**config.mk**
```make
export PLATFORM = sky130hd
export DESIGN_NAME = spi_master_phase0_timing
export DESIGN_NICKNAME = d
export VERILOG_FILES = /design/src/hw/spi_timing_pkg.sv /design/src/hw/two_stage_sync.sv /design/src/hw/bit_period_timer.sv /design/src/hw/spi_master_phase0_timing.sv
export SDC_FILE = /design/constraint.sdc
export NUM_CORES = 1
export LEC_CHECK = 0
export BUFFER_PORTS_ARGS = -buffer_cell sky130_fd_sc_hd__buf_2
export CORE_MARGIN = 2
export CORE_UTILIZATION = 45
export CTS_BUF_LIST = sky130_fd_sc_hd__clkbuf_16
export DETAILED_ROUTE_END_ITERATION = 12
export PLACE_DENSITY = 0.64
export SLEW_MARGIN = 25
export SYNTH_ARGS = -nofsm -noshare
export SYNTH_HDL_FRONTEND = slang
export SYNTH_HIERARCHICAL = 1
export SYNTH_SLANG_ARGS = --single-unit
```
**constraint.sdc**
```tcl
create_clock -name clk_i -period 3.6 [get_ports clk_i]
set_clock_uncertainty 0.05 [all_clocks]
set_input_delay 0.18 -clock clk_i [delete_from_list [all_inputs] [get_ports clk_i]]
set_output_delay 0.18 -clock clk_i [all_outputs]
set_load 0.01 [all_outputs]
```
**src/hw/spi_timing_pkg.sv**
```systemverilog
package spi_timing_pkg;

    // ----------------------------------------------------------------
    // control field positions
    // ----------------------------------------------------------------
    localparam int CTRL_W = 8;
    localparam int DIV_W = 7;
    localparam int MASTER_SEL_POS = 2;
    localparam int CLOCK_PHASE_POS = 3;
    localparam int CLOCK_POL_POS = 6;

    // ----------------------------------------------------------------
    // bit-clock period figures, in peripheral-clock cycles
    // ----------------------------------------------------------------
    localparam logic [6:0] MIN_DIVISOR = 7'h04;
    localparam logic [6:0] MIN_PERIOD_M1 = 7'h03;
    localparam logic [7:0] MIN_PERIOD = 8'h04;
    localparam logic [7:0] MAX_PERIOD = 8'h80;
    localparam logic [7:0] MIN_ODD_PERIOD = 8'h05;
    localparam logic [7:0] MAX_ODD_PERIOD = 8'h7f;

    // ----------------------------------------------------------------
    // reset values
    // ----------------------------------------------------------------
    localparam logic [6:0] DIVISOR_RST = 7'h00;
    localparam logic SLAVE_SELECT_RST = 1'b1;
    localparam logic BIT_CLOCK_RST = 1'b0;
    localparam logic [7:0] HELPER_RST = 8'h00;

    // ----------------------------------------------------------------
    // word framing states
    // ----------------------------------------------------------------
    typedef enum logic [3:0] {
        ST_IDLE = 4'b0001,
        ST_LEAD = 4'b0010,
        ST_SHIFT = 4'b0100,
        ST_TRAIL = 4'b1000
    } state_type;

    // period minus one for a divisor field value
    function automatic logic [6:0] period_m1(input logic [6:0] div);
        period_m1 = (div < MIN_DIVISOR) ? MIN_PERIOD_M1 : div;
    endfunction : period_m1

    // length of the first (active) half, rounded down
    function automatic logic [6:0] half_lo(input logic [6:0] pm1);
        logic [7:0] p;
        p = {1'b0, pm1} + 8'h01;
        half_lo = p[7:1];
    endfunction : half_lo

endpackage : spi_timing_pkg

```
**src/hw/two_stage_sync.sv**
```systemverilog
`timescale 1ns/1ns
`default_nettype none

module two_stage_sync
    import spi_timing_pkg::*;
(
    input wire logic clk_i,
    input wire logic reset_i,
    input wire logic async_i,
    output logic sync_o
);

    logic stage1;
    logic stage2;

    // ----------------------------------------------------------------
    // two flops, the first read only by the second
    // ----------------------------------------------------------------
    always_ff @(posedge clk_i or posedge reset_i) begin
        if (reset_i) begin
            stage1 <= 1'b0;
            stage2 <= 1'b0;
        end else begin
            stage1 <= async_i;
            stage2 <= stage1;
        end
    end

    assign sync_o = stage2;

endmodule : two_stage_sync

`default_nettype wire

```
**src/hw/bit_period_timer.sv**
```systemverilog
`timescale 1ns/1ns
`default_nettype none

module bit_period_timer
    import spi_timing_pkg::*;
(
    input wire logic clk_i,
    input wire logic reset_i,
    input wire logic run_i,
    input wire logic [DIV_W-1:0] period_m1_i,
    input wire logic [DIV_W-1:0] half_lo_i,
    output logic start_o,
    output logic mid_o
);

    logic [DIV_W-1:0] cnt;
    logic [DIV_W-1:0] next_cnt;
    logic next_start;
    logic next_mid;

    // ----------------------------------------------------------------
    // counter preloads to the mid point so the first start is half away
    // ----------------------------------------------------------------
    always_comb begin
        if (!run_i) begin
            next_cnt = half_lo_i;
        end else if (cnt == period_m1_i) begin
            next_cnt = '0;
        end else begin
            next_cnt = cnt + 7'h01;
        end
        next_start = run_i && (next_cnt == '0);
        next_mid = run_i && (next_cnt == half_lo_i);
    end

    always_ff @(posedge clk_i or posedge reset_i) begin
        if (reset_i) begin
            cnt <= DIVISOR_RST;
            start_o <= 1'b0;
            mid_o <= 1'b0;
        end else begin
            cnt <= next_cnt;
            start_o <= next_start;
            mid_o <= next_mid;
        end
    end

endmodule : bit_period_timer

`default_nettype wire

```
**src/hw/spi_master_phase0_timing.sv**
```systemverilog
`timescale 1ns/1ns
`default_nettype none

// Contract
// - bit period is four cycles for divisor below four, else divisor plus one
// - period spans 4..128 cycles, or 5..127 for even divisors above three
// - odd period: active half half a cycle short, idle half longer
// - works only with master bit 2 set and phase bit 3 clear
// - polarity bit 6 picks active edge, swapping launch and sample edges
// - idle-low: data changes after rising edge, sampled on falling edge
// - idle-high: data changes after falling edge, sampled on rising edge
// - slave select goes low at least half a period before first edge
// - slave select rises one idle half (period minus active half) after the last sampling edge
// - back-to-back words keep slave select low between them
module spi_master_phase0_timing
    import spi_timing_pkg::*;
#(
    parameter int WORD_W = 8
) (
    input wire logic clk_i,
    input wire logic reset_i,
    input wire logic [CTRL_W-1:0] operation_control_reg_i,
    input wire logic [CTRL_W-1:0] config_control_reg_i,
    input wire logic [DIV_W-1:0] baud_divisor_field_i,
    input wire logic tx_valid_i,
    input wire logic [WORD_W-1:0] tx_data_i,
    output logic tx_ready_o,
    output logic rx_valid_o,
    output logic [WORD_W-1:0] rx_data_o,
    output logic busy_o,
    output logic serial_bit_clock_o,
    output logic master_out_line_o,
    input wire logic master_in_line_i,
    output logic slave_select_n_o
);

    localparam int BW = (WORD_W > 1) ? $clog2(WORD_W) : 1;
    localparam logic [BW-1:0] LAST_BIT = BW'(WORD_W - 1);

    state_type state, next_state;
    logic [DIV_W-1:0] div_q, next_div;
    logic pol_q, next_pol;
    logic [WORD_W-1:0] sh, next_sh;
    logic [BW-1:0] bit_cnt, next_bit_cnt;
    logic pending, next_pending;
    logic next_sclk, next_mosi, next_ss_n, next_tx_ready, next_rx_valid;
    logic [WORD_W-1:0] next_rx_data;
    logic [DIV_W-1:0] pm1, lo;
    logic start_p, mid_p, miso_s, enabled, pol_live, accept;

    // ----------------------------------------------------------------
    // control decode
    // ----------------------------------------------------------------
    assign enabled = operation_control_reg_i[MASTER_SEL_POS]
                     && !operation_control_reg_i[CLOCK_PHASE_POS];
    assign pol_live = config_control_reg_i[CLOCK_POL_POS];
    assign pm1 = period_m1(div_q);
    assign lo = half_lo(pm1);
    assign accept = tx_valid_i && tx_ready_o;

    // ----------------------------------------------------------------
    // incoming data line and period timer
    // ----------------------------------------------------------------
    two_stage_sync u_miso_sync (
        .clk_i(clk_i),
        .reset_i(reset_i),
        .async_i(master_in_line_i),
        .sync_o(miso_s)
    );

    bit_period_timer u_timer (
        .clk_i(clk_i),
        .reset_i(reset_i),
        .run_i(state != ST_IDLE),
        .period_m1_i(pm1),
        .half_lo_i(lo),
        .start_o(start_p),
        .mid_o(mid_p)
    );

    // ----------------------------------------------------------------
    // framing next-state logic
    // ----------------------------------------------------------------
    always_comb begin
        next_state = state;
        next_div = div_q;
        next_pol = pol_q;
        next_sh = sh;
        next_bit_cnt = bit_cnt;
        next_pending = pending;
        next_sclk = serial_bit_clock_o;
        next_mosi = master_out_line_o;
        next_ss_n = slave_select_n_o;
        next_rx_valid = 1'b0;
        next_rx_data = rx_data_o;
        unique case (state)
            ST_IDLE: begin
                next_sclk = pol_live;
                next_pol = pol_live;
                next_div = baud_divisor_field_i;
                if (accept) begin
                    next_sh = tx_data_i;
                    next_bit_cnt = '0;
                    next_ss_n = 1'b0;
                    next_state = ST_LEAD;
                end
            end
            ST_LEAD: begin
                // first edge comes more than half a period after select
                if (start_p) begin
                    next_sclk = ~pol_q;
                    next_mosi = sh[WORD_W-1];
                    next_state = ST_SHIFT;
                end
            end
            ST_SHIFT: begin
                if (start_p) begin
                    next_sclk = ~pol_q;
                    next_mosi = sh[WORD_W-1];
                end
                if (mid_p) begin
                    next_sclk = pol_q;
                    next_sh = {sh[WORD_W-2:0], miso_s};
                    if (bit_cnt == LAST_BIT) begin
                        next_rx_valid = 1'b1;
                        next_rx_data = {sh[WORD_W-2:0], miso_s};
                        next_state = ST_TRAIL;
                    end else begin
                        next_bit_cnt = bit_cnt + 1'b1;
                    end
                end
            end
            ST_TRAIL: begin
                if (accept) begin
                    next_sh = tx_data_i;
                    next_pending = 1'b1;
                end
                if (start_p) begin
                    if (pending || accept) begin
                        // next word follows without releasing select
                        next_sclk = ~pol_q;
                        next_mosi = accept ? tx_data_i[WORD_W-1] : sh[WORD_W-1];
                        next_pending = 1'b0;
                        next_bit_cnt = '0;
                        next_state = ST_SHIFT;
                    end else begin
                        next_ss_n = 1'b1;
                        next_state = ST_IDLE;
                    end
                end
            end
            default: begin
                next_state = ST_IDLE;
                next_ss_n = 1'b1;
            end
        endcase
        next_tx_ready = enabled && ((next_state == ST_IDLE)
                        || (next_state == ST_TRAIL && !next_pending));
    end

    // ----------------------------------------------------------------
    // framing registers
    // ----------------------------------------------------------------
    always_ff @(posedge clk_i or posedge reset_i) begin
        if (reset_i) begin
            state <= ST_IDLE;
            div_q <= DIVISOR_RST;
            pol_q <= BIT_CLOCK_RST;
            sh <= '0;
            bit_cnt <= '0;
            pending <= 1'b0;
            serial_bit_clock_o <= BIT_CLOCK_RST;
            master_out_line_o <= 1'b0;
            slave_select_n_o <= SLAVE_SELECT_RST;
            tx_ready_o <= 1'b0;
            rx_valid_o <= 1'b0;
            rx_data_o <= '0;
            busy_o <= 1'b0;
        end else begin
            state <= next_state;
            div_q <= next_div;
            pol_q <= next_pol;
            sh <= next_sh;
            bit_cnt <= next_bit_cnt;
            pending <= next_pending;
            serial_bit_clock_o <= next_sclk;
            master_out_line_o <= next_mosi;
            slave_select_n_o <= next_ss_n;
            tx_ready_o <= next_tx_ready;
            rx_valid_o <= next_rx_valid;
            rx_data_o <= next_rx_data;
            busy_o <= !next_ss_n;
        end
    end

    // ----------------------------------------------------------------
    // checking helpers: edge spacing and half lengths
    // ----------------------------------------------------------------
    logic [7:0] edge_gap, act_len, idle_len, period_full, hi_len;
    logic seen_fall, sclk_active, fall_edge;

    assign sclk_active = (serial_bit_clock_o != pol_q);
    assign fall_edge = !slave_select_n_o && !sclk_active
                       && (act_len != 8'h00) && (state != ST_IDLE);
    assign period_full = {1'b0, pm1} + 8'h01;
    assign hi_len = period_full - {1'b0, lo};

    always_ff @(posedge clk_i or posedge reset_i) begin
        if (reset_i) begin
            edge_gap <= HELPER_RST;
            act_len <= HELPER_RST;
            idle_len <= HELPER_RST;
            seen_fall <= 1'b0;
        end else begin
            act_len <= sclk_active ? act_len + 8'h01 : 8'h00;
            idle_len <= (slave_select_n_o || sclk_active) ? 8'h00 : idle_len + 8'h01;
            edge_gap <= (fall_edge || slave_select_n_o) ? 8'h00 : edge_gap + 8'h01;
            seen_fall <= slave_select_n_o ? 1'b0 : (seen_fall || fall_edge);
        end
    end
endmodule : spi_master_phase0_timing

`default_nettype wire

```
# Yosys cells after proc, flatten, opt, wreduce, memory -nomap -nowiden
# Index checks and enable logic that the tools add are counted.
[totals]
ff_bits = 49
in_bits = 35
[op_classes]
n_addsub = 3
order_cmp = 1
n_eq_ne = 17
mux = 40
bitwise_logic = 1
reduce_logical = 23
[ops]
columns = ["operator", "count"]
rows = [
  ["2-to-1 mux 7 bit", 3],
  ["2-to-1 mux 4 bit", 5],
  ["2-to-1 mux 1 bit", 18],
  ["2-to-1 mux 3 bit", 6],
  ["2-to-1 mux 8 bit", 2],
  ["case mux 4 bit (4 select lines)", 1],
  ["case mux 8 bit (2 select lines)", 1],
  ["equality test 7 bit", 2],
  ["case mux 3 bit (3 select lines)", 1],
  ["AND reduction 3 bit", 3],
  ["adder 7 x 1 -> 8 bit (second input constant)", 1],
  ["equality test 4 x 1 -> 1 bit (second input constant)", 2],
  ["equality test 4 bit (second input constant)", 2],
  ["inequality test 2 x 1 -> 1 bit (second input constant)", 4],
  ["adder 7 x 1 -> 7 bit (second input constant)", 1],
  ["logical NOT 7 bit", 1],
  ["< comparator 7 x 3 -> 1 bit (second input constant)", 1],
  ["logical AND 1 bit", 6],
  ["inequality test 2 bit (second input constant)", 3],
  ["AND reduction 6 bit", 1],
  ["equality test 4 x 2 -> 1 bit (second input constant)", 1],
  ["equality test 4 x 3 -> 1 bit (second input constant)", 1],
  ["inequality test 4 x 1 -> 1 bit (second input constant)", 1],
  ["case mux 1 bit (4 select lines)", 1],
  ["12 further kinds", 17],
]

# Longest topological paths before layout
# Gate-level depths: netlist (run 1).
[logic_depth]
word_depth = 9
ltp_mapped = 12

# Hierarchy
# The synthesis (run 1) kept the hierarchy.
[modules_own_cells]
columns = ["mod", "n_inst", "cells_each", "area_per_inst_um2", "seq_area_each_um2"]
rows = [
  ["spi_master_phase0_timing", 1, 179, 1943.1, 953.4],
  ["bit_period_timer", 1, 89, 755.7, 225.2],
  ["two_stage_sync", 1, 3, 53.8, 50.0],
]

# Worst setup path after synthesis (run 1)
# No wires, ideal clock.
[synth_path]
path_type = "register to register"
from = "register div_q[2]"
to = "register u_timer.mid_o"
arrival_ps = 2461
t_required_ps = 3463
setup_slack_ps = 1002
path_stages_with_launch = 11
path_buffers = 0
path_cell_list = "dfrtp_1 or4_1 nor2_1 or2_2 ha_1 nand3_1 xnor2_1 or3_1 mux2_2 a2bb2oi_1 a211oi_2"
[synth_between]
elab_cells_between_ends = 8
classes_between = "add/sub: 1; order compare: 1; eq/ne: 2; mux: 3; reduce/logical: 1"
[synth_lines]
columns = ["element", "line", "text"]
rows = [
  ["from (decl)", "spi_master_phase0_timing.sv:41", "logic [DIV_W-1:0] div_q, next_div;"],
  ["from (signal assigned)", "spi_master_phase0_timing.sv:181", "div_q <= next_div;"],
  ["< comparator 7 x 3 -> 1 bit *", "spi_timing_pkg.sv:42", "period_m1 = (div < MIN_DIVISOR) ? MIN_PERIOD_M1 : div;"],
  ["2-to-1 mux 7 bit *", "spi_timing_pkg.sv:42", ""],
  ["named net pm1[1]", "spi_master_phase0_timing.sv:48", "logic [DIV_W-1:0] pm1, lo;"],
  ["adder 7 x 1 -> 8 bit *", "--", ""],
  ["named net lo[5]", "spi_master_phase0_timing.sv:48", ""],
  ["2-to-1 mux 7 bit", "bit_period_timer.sv:25", "if (!run_i) begin"],
  ["equality test 7 bit *", "bit_period_timer.sv:33", "next_mid = run_i && (next_cnt == half_lo_i);"],
  ["logical AND 1 bit *", "bit_period_timer.sv:33", ""],
  ["named net u_timer.next_mid", "bit_period_timer.sv:19", "logic next_mid;"],
  ["to (signal assigned)", "bit_period_timer.sv:44", "mid_o <= next_mid;"],
  ["to (decl)", "bit_period_timer.sv:13", "output logic mid_o"],
]
# The timed path passes the listed nets; every way through them passes the cells marked *.
# A chain may end at the register's enable or synchronous reset.

# Worst setup path in the final report (run 1)
[layout_path]
from = "register div_q[3]"
to = "register u_timer.mid_o"
# Same word-level chain as after synthesis.

==> load_flow_metrics.sql, run 1 <==
INSERT INTO impl_metrics (metric_group, metric, value, unit) VALUES
('cells_and_area', 'layoutNonFillerInstCount', '377', ''),
('detailed_routing', 'post-route-drc-count', '0', ''),
('logic_synthesis', 'async_flop_share', '1.00', ''),
('logic_synthesis', 'number_of_synthesized_flops_with_an_enable_pin', '0', ''),
('setup_path', 'crit_path_end_kind', 'flop', ''),
('timing', 'final_hold_viol_count', '0', ''),
('outcome', 'outcome', 'completed', ''),
('cells_and_area', 'layout.nets', '340', ''),
('placed_design', 'preCtsSetupSlack', '0.746', 'ns'),
('grt', 'track_usage', '0.181', ''),
('timing', 'final_min_period_over_clock_period', '0.803', ''),
('placed_design', 'dp_hpwl', '4.02', 'mm'),
('timing', 'setup_tns', '0', 'ns'),
('clock_network', 'clock_tree.buffer_depth', '2', ''),
('setup_path', 'timing.critical_path.cells', 'or4_1, nor2_1, or2_2, ha_1, nand3_1, xnor2_1, or3_1, mux2_2, a2bb2oi_1, a211oi_2', ''),
('floorplanning', 'coreArea', '0.00592', 'mm^2'),
('setup_path', 'arrival', '3.04', 'ns'),
('pwr', 'ir_drop', '0.227', 'mV'),
('placed_design', 'io_buffer_count', '35', ''),
('grt', 'remaining_global_route_overflow', '0', ''),
('logic_synthesis', 'yosys_warnings', '6', ''),
('detailed_routing', 'finalWirelength', '5.47', 'mm'),
('flow_run', 'maxCapViolations', '0', ''),
('setup_path', 'cp_max_fo', '7', ''),
('detailed_routing', 'avgViaCountPerCell', '5.39', ''),
('logic_synthesis', 'synth.net_count', '310', ''),
('pwr', 'clock_power_share', '0.334', ''),
('cells_and_area', 'antennaDiodeCount', '0', ''),
('grt', 'maximum_number_of_pins_on_one_net_before_global_route_repair', '32', ''),
('logic_synthesis', 'synthesis.area', '0.00275', 'mm^2'),
('setup_path', 'criticalPathCategory', 'flop to flop', ''),
('logic_synthesis', 'ys_ff_latch', '49', ''),
('clock_network', 'cts_max_level', '2', ''),
('setup_path', 'critPathRequiredTime', '3.75', 'ns'),
('grt', 'grt_pass1_vias', '2026', ''),
('timing', 'layout_min_cycle_time', '2.89', 'ns'),
('logic_synthesis', 'synth_cell_types', '50', ''),
('clock_network', 'post_cts_resize_count', '0', ''),
('placed_design', 'placed_cells_incl_taps', '367', ''),
('grt', 'grt_first_pass_wirelength', '9.24', 'mm'),
('floorplanning', 'placementRows', '28', ''),
('setup_path', 'startpoint', 'div_q[3]', ''),
('detailed_routing', 'dr_total_vias', '2033', ''),
('logic_synthesis', 'dominantRegCellSynth', 'sky130_fd_sc_hd__dfrtp_1', ''),
('pwr', 'leakage', '1.46', 'nW'),
('hold_path', 'hold_path_startpoint', 'operation_control_reg_i[3]', ''),
('timing', 'pin_slew_with_the_least_headroom_to_its_limit', '0.662', 'ns'),
('cells_and_area', 'nFillCells', '532', ''),
('setup_path', 'cp_slowest_cell', 'sky130_fd_sc_hd__or4_1', ''),
('pwr', 'internal_power', '1.14', 'mW'),
('timing', 'max_clock_freq', '346', 'MHz'),
('cells_and_area', 'layout.cells.most_common', 'sky130_fd_sc_hd__dfrtp_1', ''),
('floorplanning', 'boundaryPins', '49', ''),
('clock_network', 'cts_root_buf', 'sky130_fd_sc_hd__clkbuf_16', ''),
('detailed_routing', 'drtIter0Drc', '94', ''),
('pwr', 'share_of_power_burned_in_registers', '0.432', ''),
('timing', 'fin_worst_hold_slack', '0.0203', 'ns'),
('floorplanning', 'die_x', '82.2', 'um'),
('detailed_routing', 'drt_pre_antenna_iters', '4', ''),
('logic_synthesis', 'synthesis.instances', '271', ''),
('clock_network', 'tritoncts', 'yes', ''),
('floorplanning', 'die-height', '82.2', 'um'),
('clock_network', 'latest_clock_arrival_within_the_worst_skew_pair', '0.29', 'ns'),
('floorplanning', 'die_area', '0.00676', 'mm^2'),
('pwr', 'p_sw', '0.496', 'mW'),
('timing', 'grt_setup_unrepaired', 'no', ''),
('timing', 'postLayoutSetupSlackWorst', '0.710', 'ns'),
('pwr', 'share_comb_of_total_power', '0.234', ''),
('setup_path', 'reg2reg_from', 'div_q[3]', ''),
('clock_network', 'clkTransAtPathRegs', '0.07', 'ns'),
('clock_network', 'number_of_buffers_created_by_cts', '5', '');
[power by group through the flow]
stage	sequential (mW)	clock [mW]	combinational, mW
after floorplan	0.683	0	0.334
after global placement	0.715	0	0.370
after detailed placement	0.715	0	0.379
after CTS	0.706	0.557	0.383
after global routing	0.721	0.578	0.426
final	0.707	0.547	0.382
[stage by stage]
stage | util | cell area (um^2) | total power, mW
after floorplan | - | 2750 | 1.02
after global placement | 0.498 | 2950 | 1.08
after detailed placement | 0.498 | 2950 | 1.09
after CTS | 0.531 | 3140 | 1.65
after global routing | 0.531 | 3140 | 1.73
final | 0.531 | 3140 | 1.64
[cells in the mapped netlist, types with 3 or more instances]
cell type,instances,area [um^2]
sky130_fd_sc_hd__buf_2,4,20.0
sky130_fd_sc_hd__dfrtp_1,47,1180
sky130_fd_sc_hd__mux2i_1,15,150
sky130_fd_sc_hd__nor2_1,26,97.6
sky130_fd_sc_hd__a31oi_1,3,18.8
sky130_fd_sc_hd__nor3_1,4,20.0
sky130_fd_sc_hd__nand2_1,22,82.6
sky130_fd_sc_hd__clkbuf_1,6,22.5
sky130_fd_sc_hd__xnor2_1,16,140
sky130_fd_sc_hd__buf_4,4,30.0
sky130_fd_sc_hd__ha_1,4,50.1
sky130_fd_sc_hd__inv_1,16,60.1
sky130_fd_sc_hd__or2_2,3,18.8
sky130_fd_sc_hd__nand3_1,7,35.0
sky130_fd_sc_hd__or3_1,3,18.8
sky130_fd_sc_hd__xor2_1,3,26.3
sky130_fd_sc_hd__nor4b_1,5,43.8
sky130_fd_sc_hd__a21oi_1,11,55.1
sky130_fd_sc_hd__o21ai_0,7,35.0
sky130_fd_sc_hd__nand4_1,3,18.8
sky130_fd_sc_hd__mux2_2,18,203
sky130_fd_sc_hd__o22ai_1,5,31.3
[sequential cells by signal, indices dropped and copies added (netlist names), 3 cells and up]
register,cells
bit_cnt,3
div_q,7
rx_data_o,8
sh,8
state,4
u_timer/cnt,7
[worst max-delay path: cells and delay by family (launching register included)]
kind            cells  cell delay [ns]
xor+xnor            1             0.20
compound gates      2             0.29
simple gates        5             1.30
fa+ha+maj           1             0.21
mux                 1             0.27
flops               1             0.48
[cell type report]
class	instances	area [um^2]	area share
clock buffers	5	125	0.0398
clock inverters	3	50.0	0.0159
inverters	17	63.8	0.0203
multi-input cells	189	1370	0.436
flip-flops and latches	49	1230	0.391
well taps	75	93.8	0.0299
repair buffers	39	210	0.0669
[logic make-up after synthesis]
family                     synth area share
buffers and inverters                0.0577
AOI/OAI and AO/OA                     0.103
xor gates and xnor gates             0.0664
adders and majority gates            0.0182
DFF                                   0.446
and+or+nand+nor                       0.164
muxes                                 0.145
[metal layers]
layer  up-vias  GRT usage  wire (um)
met5         -          0          0
met4         0     0.0667        113
met3        10     0.0359        226
met2        45      0.310       2660
met1       972      0.225       2470
li1       1006          -          -
[worst paths after layout]
path / end / cells after the start
max: u_timer/mid_o / 10
min: tx_ready_o / 2
max reg2reg: u_timer/mid_o / 10
min reg2reg: u_miso_sync/sync_o / 0
max in group asynchronous: state[0] / 4
min in group asynchronous: u_miso_sync/stage1 / 3
[repair_timing]
| action | in CTS | in global routing |
|---|---|---|
| hold buffers | 2 | 0 |
| hold endpoints to repair | 19 | 0 |
| setup buffers | 0 | 0 |
No activity file was read; power rests on OpenSTA's default activity.
==> run 2, diff against run 1 <==
--- a/config.mk
+++ b/config.mk
@@ -5,12 +5,13 @@
 export SDC_FILE = /design/constraint.sdc
 export NUM_CORES = 1
 export LEC_CHECK = 0
+export ABC_AREA = 1
 export BUFFER_PORTS_ARGS = -buffer_cell sky130_fd_sc_hd__buf_2
 export CORE_MARGIN = 2
 export CORE_UTILIZATION = 45
 export CTS_BUF_LIST = sky130_fd_sc_hd__clkbuf_16
 export DETAILED_ROUTE_END_ITERATION = 12
-export PLACE_DENSITY = 0.64
+export PLACE_DENSITY = 0.63
 export SLEW_MARGIN = 25
 export SYNTH_ARGS = -nofsm -noshare
 export SYNTH_HDL_FRONTEND = slang
==> constraint.sdc (replaced) <==
create_clock -name clk_i -period 3 [get_ports clk_i]
set_clock_uncertainty 0.05 [all_clocks]
set_input_delay 0.15 -clock clk_i [delete_from_list [all_inputs] [get_ports clk_i]]
set_output_delay 0.15 -clock clk_i [all_outputs]
set_load 0.01 [all_outputs]
==> run 2 against run 1 <==
  * Critical path depth up 3
  * Global-route usage rose by 0.32 points
  * Sequential power grew 47%
  * Hold slack improved by 0.013 ns
  * Final cell count is 33% higher
  * Power grew 87%
  * Final area rose by 4.3%
  * Synthesized cell count is 44% higher
  * First-iteration DRC count increased by 91%
  * Clock power is 16% higher
  * Critical endpoint unchanged
  * Largest power group is now combinational cells
==> load_flow_metrics.sql, run 2 <==
INSERT INTO impl_metrics (metric_group, metric, value, unit) VALUES
('detailed_routing', 'finalWirelength', '6.16', 'mm'),
('detailed_routing', 'drt_pre_antenna_iters', '4', ''),
('timing', 'max_clock_freq', '450', 'MHz'),
('cells_and_area', 'area.growth.synth_to_final', '14.4', '%'),
('logic_synthesis', 'yosys_warnings', '6', ''),
('timing', 'timing.final.max_slew_violations', '0', ''),
('detailed_routing', 'topRoutingLayerUsed', 'met4', ''),
('timing', 'finalSetupViolations', '0', ''),
('pwr', 'ir_drop', '0.507', 'mV'),
('grt', 'maximum_number_of_pins_on_one_net_before_global_route_repair', '37', ''),
('logic_synthesis', 'synthMostInstantiatedCell', 'sky130_fd_sc_hd__nand2_1', ''),
('detailed_routing', 'drtIter0Drc', '180', ''),
('placed_design', 'gp_congestion', '0.853', ''),
('timing', 'timing.max_slew.rel_slack', '0.603', ''),
('hold_path', 'hold_path_startpoint', 'operation_control_reg_i[3]', ''),
('floorplanning', 'placementRows', '29', ''),
('grt', 'remaining_global_route_overflow', '0', ''),
('setup_path', 'cp_max_fo', '6', ''),
('setup_path', 'critPathRequiredTime', '3.16', 'ns'),
('clock_network', 'post_cts_buffers', '0', ''),
('logic_synthesis', 'async_flop_share', '1.00', ''),
('clock_network', 'cts_root_buf', 'sky130_fd_sc_hd__clkbuf_16', ''),
('floorplanning', 'boundaryPins', '49', ''),
('grt', 'grt_pass1_vias', '2389', ''),
('setup_path', 'reg2reg_setup_slack', '0.78', 'ns'),
('timing', 'final_min_period_over_clock_period', '0.741', ''),
('clock_network', 'post_cts_resize_count', '0', ''),
('cells_and_area', 'share_of_layout_cells_above_drive_strength_1', '0.172', ''),
('setup_path', 'criticalPathCategory', 'flop to flop', ''),
('setup_path', 'cp-start-kind', 'flop', ''),
('clock_network', 'clkTransAtPathRegs', '0.07', 'ns'),
('detailed_routing', 'post-route-drc-count', '0', ''),
('detailed_routing', 'avgViaCountPerCell', '4.98', ''),
('setup_path', 'reg2reg_from', 'div_q[5]', ''),
('cells_and_area', 'layout.cells.most_common', 'sky130_fd_sc_hd__nand2_1', ''),
('logic_synthesis', 'synth_top_area_cell', 'sky130_fd_sc_hd__dfrtp_1', ''),
('detailed_routing', 'wirelength_met1', '2.84', 'mm'),
('cells_and_area', 'antennaDiodeCount', '0', ''),
('placed_design', 'io_buffer_count', '35', ''),
('floorplanning', 'start_util', '0.459', ''),
('cells_and_area', 'layout_top_registers', 'rx_data_o: 8 flops, sh: 8 flops', ''),
('timing', 'pin_slew_with_the_least_headroom_to_its_limit', '0.593', 'ns'),
('setup_path', 'arrival', '2.38', 'ns'),
('setup_path', 'crit_path_end_kind', 'flop', ''),
('cells_and_area', 'layout_common_cells', 'sky130_fd_sc_hd__nand2_1, sky130_fd_sc_hd__inv_1, sky130_fd_sc_hd__dfrtp_1, sky130_fd_sc_hd__nand3_1, sky130_fd_sc_hd__buf_2', ''),
('outcome', 'outcome', 'completed', ''),
('clock_network', 'tritoncts_num_sinks', '49', ''),
('timing', 'setup_tns', '0', 'ns'),
('setup_path', 'reg2reg_to', 'u_timer/mid_o', ''),
('cells_and_area', 'layout.nets', '463', ''),
('logic_synthesis', 'syn-mean-instance-area', '7.36', 'um^2'),
('hold_path', 'hold_class', 'input port to flop', ''),
('floorplanning', 'die-height', '83.8', 'um'),
('timing', 'fin_worst_hold_slack', '0.0337', 'ns'),
('logic_synthesis', 'synthesis.instances', '389', ''),
('timing', 'grt_setup_unrepaired', 'no', ''),
('flow_run', 'maxCapViolations', '0', ''),
('clock_network', 'tritoncts', 'yes', ''),
('logic_synthesis', 'synth.net_count', '428', ''),
('detailed_routing', 'drt-wirelength-per-cell', '12.3', 'um'),
('logic_synthesis', 'synthTopCellsByArea', 'sky130_fd_sc_hd__dfrtp_1, sky130_fd_sc_hd__nand2_1, sky130_fd_sc_hd__inv_1, sky130_fd_sc_hd__nand3_1, sky130_fd_sc_hd__nor2_1', ''),
('detailed_routing', 'ant_nets', '0', ''),
('grt', 'track_usage', '0.184', ''),
('hold_path', 'min_delay_path_depth', '4', ''),
('setup_path', 'timing.reg2reg.worst_path_depth', '13', ''),
('timing', 'layout_min_cycle_time', '2.22', 'ns'),
('cells_and_area', 'final_util', '0.525', ''),
('logic_synthesis', 'dominantRegCellSynth', 'sky130_fd_sc_hd__dfrtp_1', ''),
('logic_synthesis', 'synthTopCellsByCount', 'sky130_fd_sc_hd__nand2_1, sky130_fd_sc_hd__inv_1, sky130_fd_sc_hd__dfrtp_1, sky130_fd_sc_hd__nand3_1, sky130_fd_sc_hd__nor2_1', ''),
('clock_network', 'number_of_buffers_created_by_cts', '5', ''),
('logic_synthesis', 'number_of_synthesized_flops_with_an_enable_pin', '0', ''),
('hold_path', 'hold-path-endpoint', 'tx_ready_o', ''),
('pwr', 'post-layout-total-power', '3.06', 'mW'),
('detailed_routing', 'met3_wirelength', '191', 'um'),
('floorplanning', 'die_x', '83.8', 'um'),
('logic_synthesis', 'synthesis.area', '0.00286', 'mm^2'),
('pwr', 'leakage', '1.85', 'nW'),
('grt', 'grt_antenna_before_repair', '0', ''),
('cells_and_area', 'nFillCells', '623', ''),
('logic_synthesis', 'synth_cell_types', '33', ''),
('detailed_routing', 'wl_met2', '3.08', 'mm'),
('clock_network', 'hold_buffers', '2', ''),
('floorplanning', 'coreArea', '0.00624', 'mm^2'),
('clock_network', 'latest_clock_arrival_within_the_worst_skew_pair', '0.29', 'ns'),
('grt', 'grt_first_pass_wirelength', '10.5', 'mm'),
('clock_network', 'cts_max_level', '2', ''),
('placed_design', 'dp_hpwl', '4.62', 'mm'),
('pwr', 'power_density', '935', 'mW/mm^2'),
('clock_network', 'clock_tree.buffer_depth', '2', ''),
('floorplanning', 'die_area', '0.00702', 'mm^2'),
('detailed_routing', 'dr_total_vias', '2500', ''),
('timing', 'final_hold_viol_count', '0', ''),
('logic_synthesis', 'synth.top_cell.area_share', '0.411', ''),
('logic_synthesis', 'ys_ff_latch', '49', ''),
('logic_synthesis', 'synth_sequential_area_ratio', '0.429', '');
## run 2: cell types whose count changed after synthesis, moves of 5 or more
cell | previous run | this run
sky130_fd_sc_hd__nand3_1 | 7 | 35
sky130_fd_sc_hd__xnor2_1 | 16 | 1
sky130_fd_sc_hd__o21ai_0 | 7 | 20
sky130_fd_sc_hd__nand2_1 | 22 | 132
sky130_fd_sc_hd__inv_1 | 16 | 48
sky130_fd_sc_hd__nor2_2 | 0 | 7
sky130_fd_sc_hd__mux2i_1 | 15 | 0
sky130_fd_sc_hd__mux2_2 | 18 | 1
sky130_fd_sc_hd__nor4b_1 | 5 | 0
## run 2: power breakdown
part	total (mW)	leakage (nW)	switching [mW]	internal, mW
clock network	0.637	0.0852	0.245	0.392
logic	1.39	1.14	0.892	0.493
registers	1.04	0.619	0.180	0.861
## run 2: metrics by stage
step | cells | setup WS (ns) | instance area (um^2)
2_1_floorplan | 389 | 1.01 | 2860
4_1_cts | 502 | 0.776 | 3280
3_3_place_gp | 492 | 0.823 | 3090
6_report | 502 | 0.777 | 3280
5_1_grt | 502 | 0.587 | 3280
3_5_place_dp | 492 | 0.806 | 3090
## run 2: cell families (layout without fill, tap and decap cells)
family / after synthesis / after routing / synth area share
AOI/OAI and AO/OA: 39 / 39 / 0.0808
xor gates and xnor gates: 7 / 7 / 0.0214
adders and majority gates: 4 / 4 / 0.0175
buffers and inverters: 64 / 100 / 0.0909
DFF: 49 / 49 / 0.429
muxes: 1 / 1 / 0.00393
and+or+nand+nor: 225 / 225 / 0.356
## run 2: worst max-delay path by stage
stage,start,endpoint,depth (start not counted)
after detailed placement,div_q[5],u_timer/mid_o,13
final,div_q[5],u_timer/mid_o,13
after global routing,div_q[5],u_timer/mid_o,13
after floorplan,state[0],u_timer/mid_o,12
after CTS,div_q[5],u_timer/mid_o,13
after global placement,div_q[5],u_timer/mid_o,13
## run 2: worst max-delay path: stages, from the launching register on
cell	delay [ns]
sky130_fd_sc_hd__dfrtp_1	0.45
sky130_fd_sc_hd__nor2_1	0.16
sky130_fd_sc_hd__nand3_1	0.10
sky130_fd_sc_hd__nand2_1	0.12
sky130_fd_sc_hd__ha_1	0.19
sky130_fd_sc_hd__nand3_1	0.15
sky130_fd_sc_hd__nor2_1	0.15
sky130_fd_sc_hd__xor2_1	0.24
sky130_fd_sc_hd__inv_1	0.07
sky130_fd_sc_hd__nand4_1	0.09
sky130_fd_sc_hd__nand2_1	0.05
sky130_fd_sc_hd__nor2_1	0.11
sky130_fd_sc_hd__nand2_1	0.07
sky130_fd_sc_hd__nor2_1	0.13
## run 2: final cells by class
type                    count  area, um^2  share of cell area
multi-input cells         276        1380               0.420
clock inverters             3        42.5              0.0130
well taps                  77        96.3              0.0294
inverters                  53         199              0.0607
flip-flops and latches     49        1230               0.375
clock buffers               5         125              0.0382
repair buffers             39         210              0.0641
## run 2: routing by layer
metal | track usage | up-vias
met2 | 0.327 | 42
met4 | 0.0367 | 0
li1 | - | 1295
met5 | 0 | -
met3 | 0.0317 | 6
met1 | 0.236 | 1157
==> run 3, diff against run 2 <==
--- a/config.mk
+++ b/config.mk
@@ -5,13 +5,13 @@
 export SDC_FILE = /design/constraint.sdc
 export NUM_CORES = 1
 export LEC_CHECK = 0
-export ABC_AREA = 1
+export ABC_AREA = 0
 export BUFFER_PORTS_ARGS = -buffer_cell sky130_fd_sc_hd__buf_2
 export CORE_MARGIN = 2
 export CORE_UTILIZATION = 45
 export CTS_BUF_LIST = sky130_fd_sc_hd__clkbuf_16
 export DETAILED_ROUTE_END_ITERATION = 12
-export PLACE_DENSITY = 0.63
+export PLACE_DENSITY = 0.64
 export SLEW_MARGIN = 25
 export SYNTH_ARGS = -nofsm -noshare
 export SYNTH_HDL_FRONTEND = slang
==> constraint.sdc (replaced) <==
create_clock -name clk_i -period 2.2 [get_ports clk_i]
set_clock_uncertainty 0.05 [all_clocks]
set_input_delay 0.11 -clock clk_i [delete_from_list [all_inputs] [get_ports clk_i]]
set_output_delay 0.11 -clock clk_i [all_outputs]
set_load 0.01 [all_outputs]
==> run 3 against run 2 <==
  * Die area is 3.7% lower
  * The flow now finishes with violations (setup timing)
  * Power is 8.6% lower
  * Critical path depth is 3 lower
  * Largest cell class unchanged
  * Combinational power is 35% lower
  * First-iteration DRC count is 19% lower
  * Critical path type unchanged
  * Clock power is 21% higher
==> load_flow_metrics.sql, run 3 (same netlist as run 1, synthesis figures left out) <==
INSERT INTO impl_metrics (metric_group, metric, value, unit) VALUES
('setup_path', 'critical_path_depth', '10', ''),
('setup_path', 'crit_path_end_kind', 'flop', ''),
('cells_and_area', 'area.growth.synth_to_final', '26.9', '%'),
('timing', 'setup_tns', '-1.20', 'ns'),
('detailed_routing', 'drt-wirelength-per-cell', '14.1', 'um'),
('grt', 'use_met2', '0.297', ''),
('placed_design', 'dp_hpwl', '4.41', 'mm'),
('floorplanning', 'die-height', '82.2', 'um'),
('placed_design', 'gp_congestion', '0.874', ''),
('pwr', 'netSwitchingFraction', '0.318', ''),
('setup_path', 'cp-start-kind', 'flop', ''),
('timing', 'pin_slew_with_the_least_headroom_to_its_limit', '0.605', 'ns'),
('grt', 'gr-max-usage-layer', 'met2', ''),
('outcome', 'outcome', 'finished, violations left', ''),
('pwr', 'ir_drop', '0.459', 'mV'),
('grt', 'gr-usage-met3', '0.0261', ''),
('clock_network', 'tritoncts', 'yes', ''),
('grt', 'grt_pass1_vias', '2038', ''),
('detailed_routing', 'dr_total_vias', '2141', ''),
('timing', 'final_min_period_over_clock_period', '1.13', ''),
('grt', 'track_usage', '0.188', ''),
('pwr', 'power_density', '801', 'mW/mm^2'),
('clock_network', 'clkTransAtPathRegs', '0.06', 'ns'),
('flow_run', 'maxCapViolations', '0', ''),
('grt', 'grt_first_pass_wirelength', '9.64', 'mm'),
('cells_and_area', 'antennaDiodeCount', '0', ''),
('setup_path', 'timing.critical_path.cells', 'or4_4, nor2_4, or2_4, ha_4, nand3_4, xnor2_2, or3_1, mux2_4, a2bb2oi_2, a211oi_2', ''),
('floorplanning', 'boundaryPins', '49', ''),
('floorplanning', 'coreArea', '0.00592', 'mm^2'),
('setup_path', 'critPathBufInv', '0', ''),
('floorplanning', 'die_x', '82.2', 'um'),
('setup_path', 'timing.reg2reg.worst_path_depth', '10', ''),
('setup_path', 'crit_family', 'simple AND/OR/NAND/NOR gates', ''),
('clock_network', 'cts_max_level', '2', ''),
('pwr', 'post-layout-total-power', '2.80', 'mW'),
('pwr', 'internal_power', '1.91', 'mW'),
('timing', 'finalSetupViolations', '7', ''),
('pwr', 'clock_power_share', '0.275', ''),
('cells_and_area', 'layoutNonFillerInstCount', '407', ''),
('timing', 'fin_worst_hold_slack', '0.00620', 'ns'),
('cells_and_area', 'layout.nets', '370', ''),
('hold_path', 'hold_class', 'input port to flop', ''),
('timing', 'max_clock_freq', '402', 'MHz'),
('detailed_routing', 'post-route-drc-count', '0', ''),
('grt', 'gr-usage-met1', '0.266', ''),
('floorplanning', 'start_util', '0.465', ''),
('placed_design', 'io_buffer_count', '35', ''),
('detailed_routing', 'ant_nets', '0', ''),
('pwr', 'p_sw', '0.889', 'mW'),
('clock_network', 'number_of_buffers_created_by_cts', '5', ''),
('grt', 'grt_antenna_before_repair', '0', ''),
('setup_path', 'criticalPathCategory', 'flop to flop', ''),
('pwr', 'leakage', '1.63', 'nW'),
('placed_design', 'placed_cells_incl_taps', '394', ''),
('cells_and_area', 'layout_top_registers', 'rx_data_o: 8 flops, sh: 8 flops', ''),
('floorplanning', 'die_area', '0.00676', 'mm^2'),
('cells_and_area', 'layout_common_cells', 'sky130_fd_sc_hd__dfrtp_1, sky130_fd_sc_hd__buf_2, sky130_fd_sc_hd__buf_4, sky130_fd_sc_hd__nand2_1, sky130_fd_sc_hd__nor2_1', ''),
('detailed_routing', 'finalWirelength', '5.75', 'mm'),
('placed_design', 'preCtsSetupSlack', '-0.329', 'ns'),
('cells_and_area', 'layout.cells.most_common', 'sky130_fd_sc_hd__dfrtp_1', ''),
('cells_and_area', 'share_of_layout_cells_above_drive_strength_1', '0.373', ''),
('timing', 'layout_min_cycle_time', '2.49', 'ns'),
('setup_path', 'slowest_delay', '0.54', 'ns'),
('outcome', 'violated_checks', 'setup timing', ''),
('clock_network', 'tritoncts_num_sinks', '49', ''),
('timing', 'postLayoutSetupSlackWorst', '-0.290', 'ns'),
('hold_path', 'min_delay_path_depth', '2', ''),
('pwr', 'share_comb_of_total_power', '0.324', ''),
('setup_path', 'cp_slowest_cell', 'sky130_fd_sc_hd__or4_4', ''),
('clock_network', 'clock_tree.buffer_depth', '2', ''),
('clock_network', 'cts_root_buf', 'sky130_fd_sc_hd__clkbuf_16', ''),
('setup_path', 'critPathRequiredTime', '2.35', 'ns'),
('detailed_routing', 'drt_pre_antenna_iters', '4', ''),
('setup_path', 'cp_max_fo', '3', ''),
('timing', 'final_hold_viol_count', '0', ''),
('grt', 'remaining_global_route_overflow', '0', ''),
('clock_network', 'latest_clock_arrival_within_the_worst_skew_pair', '0.29', 'ns'),
('pwr', 'share_of_power_burned_in_registers', '0.401', ''),
('detailed_routing', 'avgViaCountPerCell', '5.26', ''),
('timing', 'timing.final.max_slew_violations', '0', ''),
('detailed_routing', 'drtIter0Drc', '146', ''),
('grt', 'maximum_number_of_pins_on_one_net_before_global_route_repair', '25', ''),
('floorplanning', 'placementRows', '28', ''),
('setup_path', 'arrival', '2.64', 'ns'),
('timing', 'grt_setup_unrepaired', 'yes', ''),
('timing', 'timing.max_slew.rel_slack', '0.596', '');
-- run 3: changes by cell type in the layout (fill, tap and decap cells not counted), moves of 5 or more --
cell,before,now
sky130_fd_sc_hd__o21ai_0,20,3
sky130_fd_sc_hd__buf_4,2,25
sky130_fd_sc_hd__nand3_1,35,6
sky130_fd_sc_hd__mux2_2,1,14
sky130_fd_sc_hd__nor2_1,27,21
sky130_fd_sc_hd__mux2i_1,0,15
sky130_fd_sc_hd__inv_1,49,16
sky130_fd_sc_hd__nand2_1,132,22
sky130_fd_sc_hd__nor2_2,7,2
sky130_fd_sc_hd__xnor2_1,1,14
-- run 3: final timing paths --
path / from / to / slack, ns
min in group asynchronous: reset_i / u_miso_sync/stage1 / 0.17
max in group asynchronous: reset_i / state[0] / 1.09
max: div_q[5] / u_timer/mid_o / -0.29
min reg2reg: u_miso_sync/stage1 / u_miso_sync/sync_o / 0.30
min: baud_divisor_field_i[1] / div_q[1] / 0.006
max reg2reg: div_q[5] / u_timer/mid_o / -0.29
-- run 3: timing repair --
action,4_1_cts,5_1_grt
pin swaps,9,9
hold buffers,4,0
endpoints found under the setup margin,4,9
buffers inserted,2,0
hold endpoints to repair,28,0
resized for setup,4,24
-- run 3: through the flow --
step                      cell area, um^2  utilization
after global routing                 3490        0.590
after detailed placement             3200        0.541
after floorplan                      2790            -
after CTS                            3420        0.578
after global placement               3200        0.541
final                                3490        0.590
-- run 3: per-layer routing --
| layer | part of all wire | vias to the layer above | wire, um |
|---|---|---|---|
| met4 | 0.012 | 0 | 68 |
| met5 | 0 | - | 0 |
| met3 | 0.034 | 5 | 196 |
| met1 | 0.48 | 1029 | 2740 |
| li1 | - | 1060 | - |
| met2 | 0.48 | 47 | 2740 |
-- run 3: power by group through the flow --
| stage | combinational, mW | sequential [mW] | clock (mW) |
|---|---|---|---|
| floorplan | 0.571 | 1.12 | 0 |
| global placement | 0.824 | 1.13 | 0 |
| detailed placement | 0.834 | 1.14 | 0 |
| CTS | 0.861 | 1.12 | 0.788 |
| global route | 1.01 | 1.14 | 0.816 |
| finish | 0.908 | 1.12 | 0.769 |
-- run 3: layout make-up --
class / instances / area (um^2)
fillers: 500 / 2430
multi-input cells: 189 / 1490
flip-flops and latches: 49 / 1230
repair buffers: 69 / 468
clock buffers: 5 / 125
well taps: 75 / 93.8
inverters: 17 / 63.8
clock inverters: 3 / 21.3
